`config.mk`:
```
export PLATFORM = sky130hd
export DESIGN_NAME = registered_cmd_addr_buffer_parity
export DESIGN_NICKNAME = d
export VERILOG_FILES = /design/src/design/cmd_buf_pkg.sv /design/src/design/parity_checker.sv /design/src/design/registered_cmd_addr_buffer_parity.sv
export SDC_FILE = /design/constraint.sdc
export NUM_CORES = 1
export LEC_CHECK = 0
export BUFFER_PORTS_ARGS = -buffer_cell sky130_fd_sc_hd__buf_2
export CORE_AREA = 10 10 107 118
export CTS_CLUSTER_DIAMETER = 30
export DETAILED_ROUTE_END_ITERATION = 8
export DIE_AREA = 0 0 117 128
export GPL_ROUTABILITY_DRIVEN = 0
export PLACE_DENSITY = 0.69
export SLEW_MARGIN = 20
export SYNTH_ARGS = -nofsm -noshare
export SYNTH_HDL_FRONTEND = slang
export SYNTH_HIERARCHICAL = 1
export SYNTH_SLANG_ARGS = --single-unit
```
`constraint.sdc`:
```
create_clock -name REF_CLK_I -period 2.5 [get_ports REF_CLK_I]
set_input_delay 0.375 -clock REF_CLK_I [delete_from_list [all_inputs] [get_ports REF_CLK_I]]
set_output_delay 0.375 -clock REF_CLK_I [all_outputs]
set_load 0.01 [all_outputs]
```
`src/design/cmd_buf_pkg.sv`:
```
package cmd_buf_pkg;

  // Command/address word widths
  localparam int ADDR_W      = 16;
  localparam int BANK_W      = 3;
  localparam int CS_MAX      = 4;
  localparam int CKE_W       = 2;
  localparam int ODT_W       = 2;

  // Reset values
  localparam logic       ERR_N_RST    = 1'b1;
  localparam logic       ERR_OE_RST   = 1'b0;
  localparam logic [3:0] CS_OUT_RST   = 4'hF;
  localparam logic       PAR_VLD_RST  = 1'b0;

  // Parity check latency in clock cycles after the command cycle
  localparam int PARITY_LAG_CYC = 1;

  // Command/address group that takes part in parity
  typedef struct packed {
    logic [ADDR_W-1:0] addr;
    logic [BANK_W-1:0] bank;
    logic              ras_n;
    logic              cas_n;
    logic              we_n;
  } cmd_addr_t;

  // Control group kept out of parity
  typedef struct packed {
    logic [CKE_W-1:0] cke;
    logic [ODT_W-1:0] odt;
  } ctl_t;

  localparam int CA_W = $bits(cmd_addr_t);

  function automatic logic parity_of(input cmd_addr_t ca);
    parity_of = ^ca;
  endfunction

endpackage

```
`src/design/parity_checker.sv`:
```
module parity_checker
  import cmd_buf_pkg::*;
(
  input  wire logic      clk_i,
  input  wire logic      rst_n_i,
  input  wire cmd_addr_t ca_i,
  input  wire logic      cs_hit_i,
  input  wire logic      par_i,
  output logic           err_n_o,
  output logic           err_oe_o
);

  logic calc_r;
  logic calc_nxt;
  logic vld_r;
  logic vld_nxt;
  logic err_n_r;
  logic err_n_nxt;
  logic oe_r;
  logic oe_nxt;

  always_comb begin
    calc_nxt = parity_of(ca_i);
    vld_nxt  = cs_hit_i;
    err_n_nxt = err_n_r;
    oe_nxt    = oe_r;
    if (vld_r && (calc_r != par_i)) begin
      err_n_nxt = 1'b0;
      oe_nxt    = 1'b1;
    end
  end

  always_ff @(posedge clk_i or negedge rst_n_i) begin
    if (!rst_n_i) begin
      calc_r  <= 1'b0;
      vld_r   <= PAR_VLD_RST;
      err_n_r <= ERR_N_RST;
      oe_r    <= ERR_OE_RST;
    end else begin
      calc_r  <= calc_nxt;
      vld_r   <= vld_nxt;
      err_n_r <= err_n_nxt;
      oe_r    <= oe_nxt;
    end
  end

  assign err_n_o  = err_n_r;
  assign err_oe_o = oe_r;

endmodule

```
`src/design/registered_cmd_addr_buffer_parity.sv`:
```
// Functional notes
// - Capture all inputs on the rising edge of the true clock.
// - Quad select off: two chip selects, each driven to two output copies.
// - Quad select on: four chip selects, one output each.
// - Each captured word is redriven or used as a control register access.
// - Fan out all bits to two copies; alternate mode passes four bits 1:1.
// - Computed parity is the LSB of the sum of command/address bits.
// - Parity mismatch pulls the open-drain error output low.
// - Clock enables, termination controls and chip selects excluded from parity.
// - Parity checked only on cycles with an asserted chip select.
// - Back-side mounting keeps input bus termination enabled on every input.
// - Unused outputs may be disabled to stop toggling.
module registered_cmd_addr_buffer_parity
  import cmd_buf_pkg::*;
(
  // Clock and reset
  input  wire logic              REF_CLK_I,
  input  wire logic              RST_N_I,
  // Mode straps
  input  wire logic              QUAD_SELECT_ENABLE_N_I,
  input  wire logic              BACK_SIDE_MOUNT_I,
  input  wire logic              ONE_TO_ONE_MODE_I,
  input  wire logic              COPY_B_DISABLE_I,
  input  wire logic              TERM_DISABLE_REQ_I,
  // Command/address inputs
  input  wire cmd_addr_t         CA_I,
  input  wire ctl_t              CTL_I,
  input  wire logic [CS_MAX-1:0] CHIP_SELECT_IN_N_I,
  input  wire logic              PARITY_IN_I,
  input  wire logic              CFG_ACCESS_I,
  // Copy A outputs
  output cmd_addr_t              CA_A_O,
  output ctl_t                   CTL_A_O,
  output logic [1:0]             CHIP_SELECT_OUT_COPY_A_N_O,
  // Copy B outputs
  output cmd_addr_t              CA_B_O,
  output ctl_t                   CTL_B_O,
  output logic [1:0]             CHIP_SELECT_OUT_COPY_B_N_O,
  // Quad select outputs
  output logic [CS_MAX-1:0]      CHIP_SELECT_OUT_N_O,
  // Control register access
  output logic                   CFG_WR_O,
  output cmd_addr_t              CFG_DATA_O,
  // Termination and error
  output logic                   INPUT_BUS_TERMINATION_O,
  output logic                   PARITY_ERROR_OUT_N_O,
  output logic                   PARITY_ERROR_OUT_OE_O
);

  // Straps come from pins: two-flop synchronisers
  logic [4:0] strap_s1_r;
  logic [4:0] strap_s2_r;
  logic       quad_n;
  logic       back_side_mount;
  logic       one_to_one;
  logic       b_off;
  logic       term_off_req;

  always_ff @(posedge REF_CLK_I or negedge RST_N_I) begin
    if (!RST_N_I) begin
      strap_s1_r <= 5'h01;
      strap_s2_r <= 5'h01;
    end else begin
      strap_s1_r <= {TERM_DISABLE_REQ_I, COPY_B_DISABLE_I, ONE_TO_ONE_MODE_I,
                     BACK_SIDE_MOUNT_I, QUAD_SELECT_ENABLE_N_I};
      strap_s2_r <= strap_s1_r;
    end
  end

  assign quad_n       = strap_s2_r[0];
  assign back_side_mount       = strap_s2_r[1];
  assign one_to_one   = strap_s2_r[2];
  assign b_off        = strap_s2_r[3];
  assign term_off_req = strap_s2_r[4];

  // Input capture: on-board bus assumed aligned to the reference clock
  cmd_addr_t         ca_r;
  ctl_t              ctl_r;
  logic [CS_MAX-1:0] cs_r;
  logic              cfg_r;
  cmd_addr_t         ca_nxt;
  ctl_t              ctl_nxt;
  logic [CS_MAX-1:0] cs_nxt;
  logic              cfg_nxt;
  logic              cs_hit;

  always_comb begin
    ca_nxt  = CA_I;
    ctl_nxt = CTL_I;
    cs_nxt  = CHIP_SELECT_IN_N_I;
    cfg_nxt = CFG_ACCESS_I;
    if (quad_n) begin
      cs_nxt[3:2] = 2'h3;
    end
  end

  always_ff @(posedge REF_CLK_I or negedge RST_N_I) begin
    if (!RST_N_I) begin
      ca_r  <= '0;
      ctl_r <= '0;
      cs_r  <= CS_OUT_RST;
      cfg_r <= 1'b0;
    end else begin
      ca_r  <= ca_nxt;
      ctl_r <= ctl_nxt;
      cs_r  <= cs_nxt;
      cfg_r <= cfg_nxt;
    end
  end

  assign cs_hit = ~&cs_r;

  // Output stage
  cmd_addr_t         ca_a_r;
  cmd_addr_t         ca_b_r;
  ctl_t              ctl_a_r;
  ctl_t              ctl_b_r;
  logic [1:0]        csa_r;
  logic [1:0]        csb_r;
  logic [CS_MAX-1:0] csq_r;
  logic              cfg_wr_r;
  cmd_addr_t         cfg_data_r;
  logic              ibt_r;
  cmd_addr_t         ca_a_nxt;
  cmd_addr_t         ca_b_nxt;
  ctl_t              ctl_a_nxt;
  ctl_t              ctl_b_nxt;
  logic [1:0]        csa_nxt;
  logic [1:0]        csb_nxt;
  logic [CS_MAX-1:0] csq_nxt;
  logic              cfg_wr_nxt;
  cmd_addr_t         cfg_data_nxt;
  logic              ibt_nxt;

  always_comb begin
    ca_a_nxt     = ca_a_r;
    ca_b_nxt     = ca_b_r;
    ctl_a_nxt    = ctl_a_r;
    ctl_b_nxt    = ctl_b_r;
    csa_nxt      = 2'h3;
    csb_nxt      = 2'h3;
    csq_nxt      = CS_OUT_RST;
    cfg_wr_nxt   = 1'b0;
    cfg_data_nxt = cfg_data_r;
    if (cfg_r && cs_hit) begin
      cfg_wr_nxt   = 1'b1;
      cfg_data_nxt = ca_r;
    end else begin
      ca_a_nxt  = ca_r;
      ctl_a_nxt = ctl_r;
      if (!b_off) begin
        ca_b_nxt  = ca_r;
        ctl_b_nxt = ctl_r;
      end
      if (one_to_one) begin
        ctl_b_nxt = ctl_b_r;
      end
      if (quad_n) begin
        csa_nxt = cs_r[1:0];
        csb_nxt = b_off ? 2'h3 : cs_r[1:0];
      end else begin
        csq_nxt = cs_r;
      end
    end
    ibt_nxt = back_side_mount | ~term_off_req;
  end

  always_ff @(posedge REF_CLK_I or negedge RST_N_I) begin
    if (!RST_N_I) begin
      ca_a_r     <= '0;
      ca_b_r     <= '0;
      ctl_a_r    <= '0;
      ctl_b_r    <= '0;
      csa_r      <= 2'h3;
      csb_r      <= 2'h3;
      csq_r      <= CS_OUT_RST;
      cfg_wr_r   <= 1'b0;
      cfg_data_r <= '0;
      ibt_r      <= 1'b1;
    end else begin
      ca_a_r     <= ca_a_nxt;
      ca_b_r     <= ca_b_nxt;
      ctl_a_r    <= ctl_a_nxt;
      ctl_b_r    <= ctl_b_nxt;
      csa_r      <= csa_nxt;
      csb_r      <= csb_nxt;
      csq_r      <= csq_nxt;
      cfg_wr_r   <= cfg_wr_nxt;
      cfg_data_r <= cfg_data_nxt;
      ibt_r      <= ibt_nxt;
    end
  end

  // Parity pin: same-clock source assumed, one stage aligns it with calc_r in the checker
  logic par_r;
  logic par_nxt;

  always_comb begin
    par_nxt = PARITY_IN_I;
  end

  always_ff @(posedge REF_CLK_I or negedge RST_N_I) begin
    if (!RST_N_I) begin
      par_r <= 1'b0;
    end else begin
      par_r <= par_nxt;
    end
  end

  parity_checker u_parity (
    .clk_i    (REF_CLK_I),
    .rst_n_i  (RST_N_I),
    .ca_i     (ca_r),
    .cs_hit_i (cs_hit),
    .par_i    (par_r),
    .err_n_o  (PARITY_ERROR_OUT_N_O),
    .err_oe_o (PARITY_ERROR_OUT_OE_O)
  );

  assign CA_A_O                     = ca_a_r;
  assign CA_B_O                     = ca_b_r;
  assign CTL_A_O                    = ctl_a_r;
  assign CTL_B_O                    = ctl_b_r;
  assign CHIP_SELECT_OUT_COPY_A_N_O = csa_r;
  assign CHIP_SELECT_OUT_COPY_B_N_O = csb_r;
  assign CHIP_SELECT_OUT_N_O        = csq_r;
  assign CFG_WR_O                   = cfg_wr_r;
  assign CFG_DATA_O                 = cfg_data_r;
  assign INPUT_BUS_TERMINATION_O    = ibt_r;

endmodule

```
After elaboration in Yosys (flattened, before gate mapping)
Index checks and enable logic that the tools add are counted.

Input bits: 39. Register bits: 130. Output and inout port bits: 86. Word-level logic and storage cells: 62.

Equality and inequality tests: 1. Reductions and logical operators: 7. Bitwise logic cells: 5. Mux-type cells: 9.

Operators by type and width (count): $reduce_xor 22->1 (1); $mux 2 (6); $mux 4 (2); $not 1->1 (4); $reduce_and 4->1 (1); $reduce_and 3->1 (1); $logic_and 1x1->1 (2); $reduce_and 2->1 (1); $logic_not 1->1 (1); $mux 1 (1); $ne 1x1->1 (1); $or 1x1->1 (1).

Logic depth before layout (Yosys ltp)
Gate-level depths: netlist of the first run.

Word-level depth: 5. Gate-level depth with buffers: 5. Depth with buffers taken out: 4.

By module
Netlist of the first run, hierarchy kept.

By module, submodules not included: registered_cmd_addr_buffer_parity (area an instance 4181.5 um^2, cells each 224, sequential area each 3171.8 um^2, instances 1); parity_checker (area an instance 315.3 um^2, cells each 28, sequential area each 101.3 um^2, instances 1).

Least setup slack after synthesis of the first run
OpenSTA, ideal clock, no wires.

Path type: reg2reg. Start point: register cs_r[0]. End point: register ca_b_r (netlist bit CA_B_O[10]). Arrival time: 1.424 ns. Stages on the path, launching flop included: 5. Clock period less this slack: 1.549 ns. Buffers on the path: 1. Required time: 2.375 ns. Path slack: 0.951 ns. Cell sequence: dfstp_2 nand4_2 a21oi_2 buf_6 mux2_2.

Word-level cells in the longest chain between the ends: 5.

Ends and longest elaborated chain: from (decl) (RTL line registered_cmd_addr_buffer_parity.sv:79) `logic [CS_MAX-1:0] cs_r;`; from (signal assigned) (RTL line registered_cmd_addr_buffer_parity.sv:106) `cs_r <= cs_nxt;`; $reduce_and 4->1 (RTL line registered_cmd_addr_buffer_parity.sv:111) `assign cs_hit = ~&cs_r;`; $logic_not 1->1 (RTL line registered_cmd_addr_buffer_parity.sv:111); named net cs_hit (RTL line registered_cmd_addr_buffer_parity.sv:85) `logic cs_hit;`; $logic_and 1x1->1 (RTL line registered_cmd_addr_buffer_parity.sv:145) `if (cfg_r && cs_hit) begin`; $not 1->1 (no line); $reduce_and 2->1 (no line); to (signal assigned) (RTL line registered_cmd_addr_buffer_parity.sv:182) `ca_b_r <= ca_b_nxt;`; to (decl) (RTL line registered_cmd_addr_buffer_parity.sv:115) `cmd_addr_t ca_b_r;`.

The timed path passes the listed nets, and every way through them passes these cells. A chain may end at the register's enable or synchronous reset.

Worst setup path in the final report of the first run
Start point: register cs_r[0]. End point: register cfg_data_r (netlist bit CFG_DATA_O[18]).

Word-level cells in the longest chain between the ends: 3.

Ends and longest elaborated chain: $reduce_and 4->1 (RTL line registered_cmd_addr_buffer_parity.sv:111); $logic_not 1->1 (RTL line registered_cmd_addr_buffer_parity.sv:111); named net cs_hit (RTL line registered_cmd_addr_buffer_parity.sv:85); $logic_and 1x1->1 (RTL line registered_cmd_addr_buffer_parity.sv:145); to (signal assigned) (RTL line registered_cmd_addr_buffer_parity.sv:189) `cfg_data_r <= cfg_data_nxt;`; to (decl) (RTL line registered_cmd_addr_buffer_parity.sv:122) `cmd_addr_t cfg_data_r;`.

The timed path passes the listed nets, and every way through them passes these cells.

==> results.py, run 1 <==
metrics = {
    "clock_tree": {
        "clk_path_buf_depth": 2,
        "cts.sinks": 130,
        "cts_setup_buffers": 0,
        "cts_buffers": 17,
        "clk_pin_slew_ns": 0.05,
        "post_cts_resized": 0,
        "cts_max_level": 4,
        "worstSkewPairLatency_ns": 0.40,
        "cts_root_buf": "clkbuf_16",
        "cts_tree": "done",
    },
    "logic_synthesis": {
        "ys_seq_area_share_pct": 72.8,
        "synth-seq-cells": 130,
        "synthCells": 252,
        "syn_area_per_cell_um2": 17.8,
        "yosys_warnings": 6,
        "yosysUniqueCellTypes": 18,
        "synthesis.area_um2": 4500,
        "syn-num-nets": 291,
    },
    "placement": {
        "dp_hpwl_mm": 6.86,
        "portBuffers": 124,
        "dp_slack_ns": 0.555,
        "dp_cells": 497,
    },
    "finish": {
        "num_antenna_cells": 0,
        "layout-drive-gt1-share_pct": 61.7,
        "area_growth_pct": 29.9,
        "fin_cells": 530,
        "final_nets": 433,
    },
    "outcome": {
        "status": "finished, final reports clean",
    },
    "sta": {
        "tns_ns": 0,
        "hold_violations": 0,
        "slew_headroom_pct": 60.0,
        "rsz0062_at_grt": "false",
        "fmax_mhz": 521,
        "period_share_pct": 76.7,
        "drv_slew": 0,
        "fin_ws_ns": 0.582,
        "layout_min_cycle_time_ns": 1.92,
        "worst_pin_slew_ns": 0.600,
        "fin_skew_ns": 0.00824,
        "setup_viol_count_final": 0,
    },
    "worst_setup_path": {
        "max_stage_delay_ns": 0.55,
        "path_buf_inv": 1,
        "crit_type": "reg -> reg",
        "start_kind": "register",
        "required_ns": 2.78,
        "critPathSlowestCell": "dfstp_2",
        "crit_chain": "nand4_2 -> nand2_2 -> buf_12 -> mux2_2",
        "worst-r2r-setup-slack_ns": 0.58,
        "critPathArrivalTime_ns": 2.20,
        "crit_family": "simple AND/OR/NAND/NOR gates",
        "worstPathMaxFanout": 34,
        "endpoint_kind": "register",
    },
    "detailed_routing": {
        "wl_per_cell_um": 17.8,
        "vias": 2505,
        "first_pass_iters": 4,
        "ant_nets": 0,
        "drtIter0Drc": 72,
        "vias_per_cell": 4.73,
        "finalWirelength_mm": 9.43,
        "drc": 0,
    },
    "global_routing": {
        "grt_pass1_wl_mm": 15.0,
        "first_global_vias": 2850,
        "grt_max_degree": 50,
        "antenna_found_initial": 0,
        "grt_usage_pct": 13.2,
        "overflow": 0,
    },
    "floorplanning": {
        "core_um2": 10200,
        "die-height_um": 128,
        "rows": 39,
        "die_w_um": 117,
        "initial_core_util_pct": 43.9,
        "pin_count": 125,
        "dieArea_um2": 15000,
    },
    "run": {
        "max_cap_viol_count": 0,
    },
    "min_path": {
        "hold_class": "in -> reg",
    },
    "pwr": {
        "power_w": 0.00536,
        "p_per_area_nw_per_um2": 917,
        "peakVddDrop_uv": 471,
        "p_leak_nw": 2.68,
    },
}
-- layout by cell type (no fill, tap or decap), drive strengths merged --
| cell type | count |
|---|---|
| buf | 129 |
| dfrtp | 114 |
| mux2 | 74 |
| clkbuf | 27 |
| xnor2 | 17 |
| dfstp | 16 |
| or3 | 6 |
| or2 | 4 |
| nand2b | 3 |
| clkinv | 3 |
| xor2 | 3 |
| nand2 | 2 |
| nand4 | 1 |
| inv | 1 |
| a21oi | 1 |
| a211oi | 1 |
| bufinv | 1 |
| clkinvlp | 1 |
| dlygate4sd3 | 1 |
| xnor3 | 1 |
| and2 | 1 |
-- metal layers --
metal / wire length (um) / track usage [%] / share of wire, %
met5: 0 / 0 / 0
met4: 179 / 6.11 / 1.9
met3: 593 / 4.96 / 6.3
met2: 4830 / 21.4 / 51
met1: 3830 / 15.2 / 41
-- where the power goes --
part | internal, W | leakage (nW) | total, W | switching [W]
sequential | 0.00233 | 1.50 | 0.00245 | 0.000124
clock | 0.00144 | 0.265 | 0.00224 | 0.000799
combinational | 0.000349 | 0.919 | 0.000669 | 0.000319
total | 0.00412 | 2.68 | 0.00536 | 0.00124
-- area by class of cell --
class	count	area [um^2]
Tap cell	123	154
Inverter	1	3.75
Sequential cell	130	3270
Fill cell	846	4410
Clock buffer	27	493
Timing Repair Buffer	130	696
Multi-Input combinational cell	114	1170
Clock inverter	5	52.6
-- final timing paths --
kind,start,end,depth (start not counted)
worst min register to register,strap_s1_r[1]$_DFF_PN0_,strap_s2_r[1]$_DFF_PN0_,0
worst max register to register,cs_r[0]$_DFF_PN1_,CFG_DATA_O[18]$_DFFE_PN0P_,4
min in group asynchronous,RST_N_I,CTL_B_O[2]$_DFFE_PN0P_,2
worst min-delay path,CHIP_SELECT_IN_N_I[0],cs_r[0]$_DFF_PN1_,1
max in group asynchronous,RST_N_I,CHIP_SELECT_OUT_COPY_A_N_O[1]$_DFF_PN1_,3
worst max-delay path,cs_r[0]$_DFF_PN1_,CFG_DATA_O[18]$_DFFE_PN0P_,4
-- metrics by stage --
step	cell area (um^2)	util, %	hold slack (ns)
final	5840	57.0	0.0721
after global routing	5840	57.0	0.0537
after CTS	5840	57.0	0.0535
after detailed placement	5290	51.6	0.343
after global placement	5290	51.6	0.334
after floorplan	4500	-	0.0794
-- logic make-up after synthesis --
group           after synthesis  synth area share, %
flops                       130                 72.8
mux                          74                 18.5
xor+xnor                     21                 4.40
simple gates                 17                 2.39
buf+inv                       8                 1.42
compound gates                2                0.473
-- synth_stat cells (all sizes together) --
cell | count | share of area, %
mux2 | 74 | 19
inv | 1 | 0.083
nand4 | 1 | 0.28
and2 | 1 | 0.14
xnor2 | 17 | 3.3
a211oi | 1 | 0.28
nand2b | 3 | 0.42
dfstp | 16 | 9.3
dfrtp | 114 | 63
nand2 | 2 | 0.17
xor2 | 3 | 0.58
xnor3 | 1 | 0.50
a21oi | 1 | 0.19
or2 | 4 | 0.56
or3 | 6 | 0.83
buf | 7 | 1.3
-- state kept, by name (all words and copies together), names as in the netlist, 5 cells and up --
register    count
CA_B_O         22
CFG_DATA_O     22
ca_r           22
CA_A_O         22
strap_s2_r      5
strap_s1_r      5
-- repair_timing --
action,4_1_cts,5_1_grt
endpoints found under the hold margin,18,0
hold buffers,1,0
endpoints found under the setup margin,0,0
No activity file was read; power rests on OpenSTA's default activity.
==> run 2, diff against run 1 <==
==> constraint.sdc (replaced) <==
create_clock -name REF_CLK_I -period 1.9 [get_ports REF_CLK_I]
set_input_delay 0.285 -clock REF_CLK_I [delete_from_list [all_inputs] [get_ports REF_CLK_I]]
set_output_delay 0.285 -clock REF_CLK_I [all_outputs]
set_load 0.01 [all_outputs]
==> results.py, run 2 (synthesized netlist as in run 1, its figures left out) <==
metrics = {
    "clock_tree": {
        "cts_max_level": 4,
        "clk_pin_slew_ns": 0.06,
        "clk_path_buf_depth": 2,
        "cts_buffers": 17,
        "post_cts_resized": 0,
        "cts.sinks": 130,
        "worstSkewPairLatency_ns": 0.40,
        "cts_tree": "done",
        "cts_root_buf": "clkbuf_16",
    },
    "worst_setup_path": {
        "critPathArrivalTime_ns": 1.99,
        "start_kind": "register",
        "r2r-end": "CTL_B_O[2]$_DFFE_PN0P_",
        "required_ns": 2.18,
        "critPathLaunch": "cs_r[0]$_DFF_PN1_",
        "endpoint_kind": "register",
        "r2r_start": "cs_r[0]$_DFF_PN1_",
        "worstPathMaxFanout": 4,
        "crit_type": "reg -> reg",
        "worst-r2r-setup-slack_ns": 0.19,
        "worstRegToRegCells": 3,
        "crit_end": "CTL_B_O[2]$_DFFE_PN0P_",
    },
    "finish": {
        "layout_commonest_cell": "buf_2",
        "final_cell_area_um2": 6210,
        "final_cell_mix": "123 x buf_2, 114 x dfrtp_1, 73 x mux2_2",
        "final_nets": 466,
        "layout-drive-gt1-share_pct": 57.0,
        "area_growth_pct": 38.0,
        "fill_cells": 786,
        "num_antenna_cells": 0,
    },
    "run": {
        "max_cap_viol_count": 0,
    },
    "global_routing": {
        "grt_pass1_wl_mm": 15.3,
        "antenna_found_initial": 0,
        "grt_max_degree": 131,
        "first_global_vias": 2974,
        "grt_usage_pct": 13.4,
        "overflow": 0,
    },
    "sta": {
        "hold_violations": 26,
        "layout_min_cycle_time_ns": 1.71,
        "period_share_pct": 89.8,
        "rsz0062_at_grt": "false",
        "drv_slew": 0,
        "setup_viol_count_final": 0,
        "worst_pin_slew_ns": 0.677,
        "fin_skew_ns": 0.00679,
        "slew_headroom_pct": 54.8,
        "fmax_mhz": 586,
        "hold_ws_ns": -0.0271,
        "tns_ns": 0,
    },
    "pwr": {
        "p_per_area_nw_per_um2": 1160,
        "peakVddDrop_uv": 537,
        "p_leak_nw": 2.83,
    },
    "detailed_routing": {
        "drt-met1-wl_mm": 3.72,
        "finalWirelength_mm": 9.46,
        "vias": 2603,
        "met3_length_um": 709,
        "drc": 0,
        "first_pass_iters": 3,
        "wl_per_cell_um": 16.8,
        "top_layer": "met4",
        "wl_met2_mm": 4.83,
        "vias_per_cell": 4.62,
        "ant_nets": 0,
        "drtIter0Drc": 164,
    },
    "floorplanning": {
        "core_um2": 10200,
        "rows": 39,
        "die-height_um": 128,
        "pin_count": 125,
        "initial_core_util_pct": 43.9,
        "dieArea_um2": 15000,
        "die_w_um": 117,
    },
    "placement": {
        "portBuffers": 124,
        "dp_hpwl_mm": 6.40,
        "place_area_um2": 5290,
    },
    "outcome": {
        "status": "finished with violations",
        "failed_checks": "hold timing",
    },
    "min_path": {
        "hold_class": "in -> async",
    },
}
==> run 2: cell count changes in the layout (fill, tap and decap cells not counted) <==
cell | before | now
clkinv_2 | 3 | 2
buf_4 | 4 | 2
dlygate4sd3_1 | 1 | 35
clkbuf_8 | 3 | 5
clkbuf_1 | 7 | 6
buf_12 | 2 | 3
==> run 2: worst min path at each step <==
| stage | cells after the start | endpoint | start | slack [ns] |
|---|---|---|---|---|
| floorplan | 0 | CA_A_O[0]$_DFFE_PN0N_ | RST_N_I | -0.01 |
| global placement | 0 | strap_s2_r[4]$_DFF_PN0_ | strap_s1_r[4]$_DFF_PN0_ | 0.33 |
| detailed placement | 0 | strap_s2_r[3]$_DFF_PN0_ | strap_s1_r[3]$_DFF_PN0_ | 0.34 |
| CTS | 1 | ca_r[1]$_DFF_PN0_ | CA_I[1] | 0.002 |
| global route | 2 | CTL_A_O[1]$_DFFE_PN0N_ | RST_N_I | 0.05 |
| finish | 2 | CFG_DATA_O[0]$_DFFE_PN0P_ | RST_N_I | -0.03 |
==> run 2: report_power, final <==
group          leakage, nW  total, W  internal, W  switching, W
combinational         1.06  0.000947     0.000508      0.000439
clock                0.275   0.00304      0.00197       0.00107
sequential            1.50   0.00322      0.00306      0.000155
==> run 2: what timing repair did <==
action,4_1_cts,5_1_grt
setup buffers,0,0
hold endpoints to repair,34,1
hold buffers,34,1
==> run 2: layout make-up <==
class                   instances  area [um^2]  area share, %
clock buffers                  28          517           8.33
clock inverters                 4         47.5          0.766
inverters                       1         3.75         0.0605
multi-input cells             114         1170           18.9
flip-flops and latches        130         3270           52.7
well taps                     123          154           2.48
repair buffers                163         1040           16.8
==> run 2: through the flow <==
stage / hold slack, ns / worst slack, ns / total power (W) / std cells / util, %
3_5_place_dp: 0.337 / 0.209 / 0.00418 / 496 / 51.6
4_1_cts: 0.00237 / 0.164 / 0.00729 / 562 / 60.5
6_report: -0.0271 / 0.195 / 0.00720 / 563 / 60.6
2_1_floorplan: -0.0106 / 0.351 / 0.00373 / 252 / -
3_3_place_gp: 0.334 / 0.245 / 0.00415 / 496 / 51.6
5_1_grt: 0.0485 / 0.117 / 0.00753 / 563 / 60.6
==> run 2: critical path, stage by stage (launching register included) <==
cell and delay [ns]:
dfstp_2 0.55, nand4_2 0.20, a211oi_2 0.44, mux2_2 0.39
==> run 2: per-layer routing <==
metal | track usage [%] | vias up
met4 | 6.33 | 0
met3 | 5.90 | 13
met2 | 21.6 | 77
met5 | 0 | -
met1 | 14.9 | 1296
li1 | - | 1217
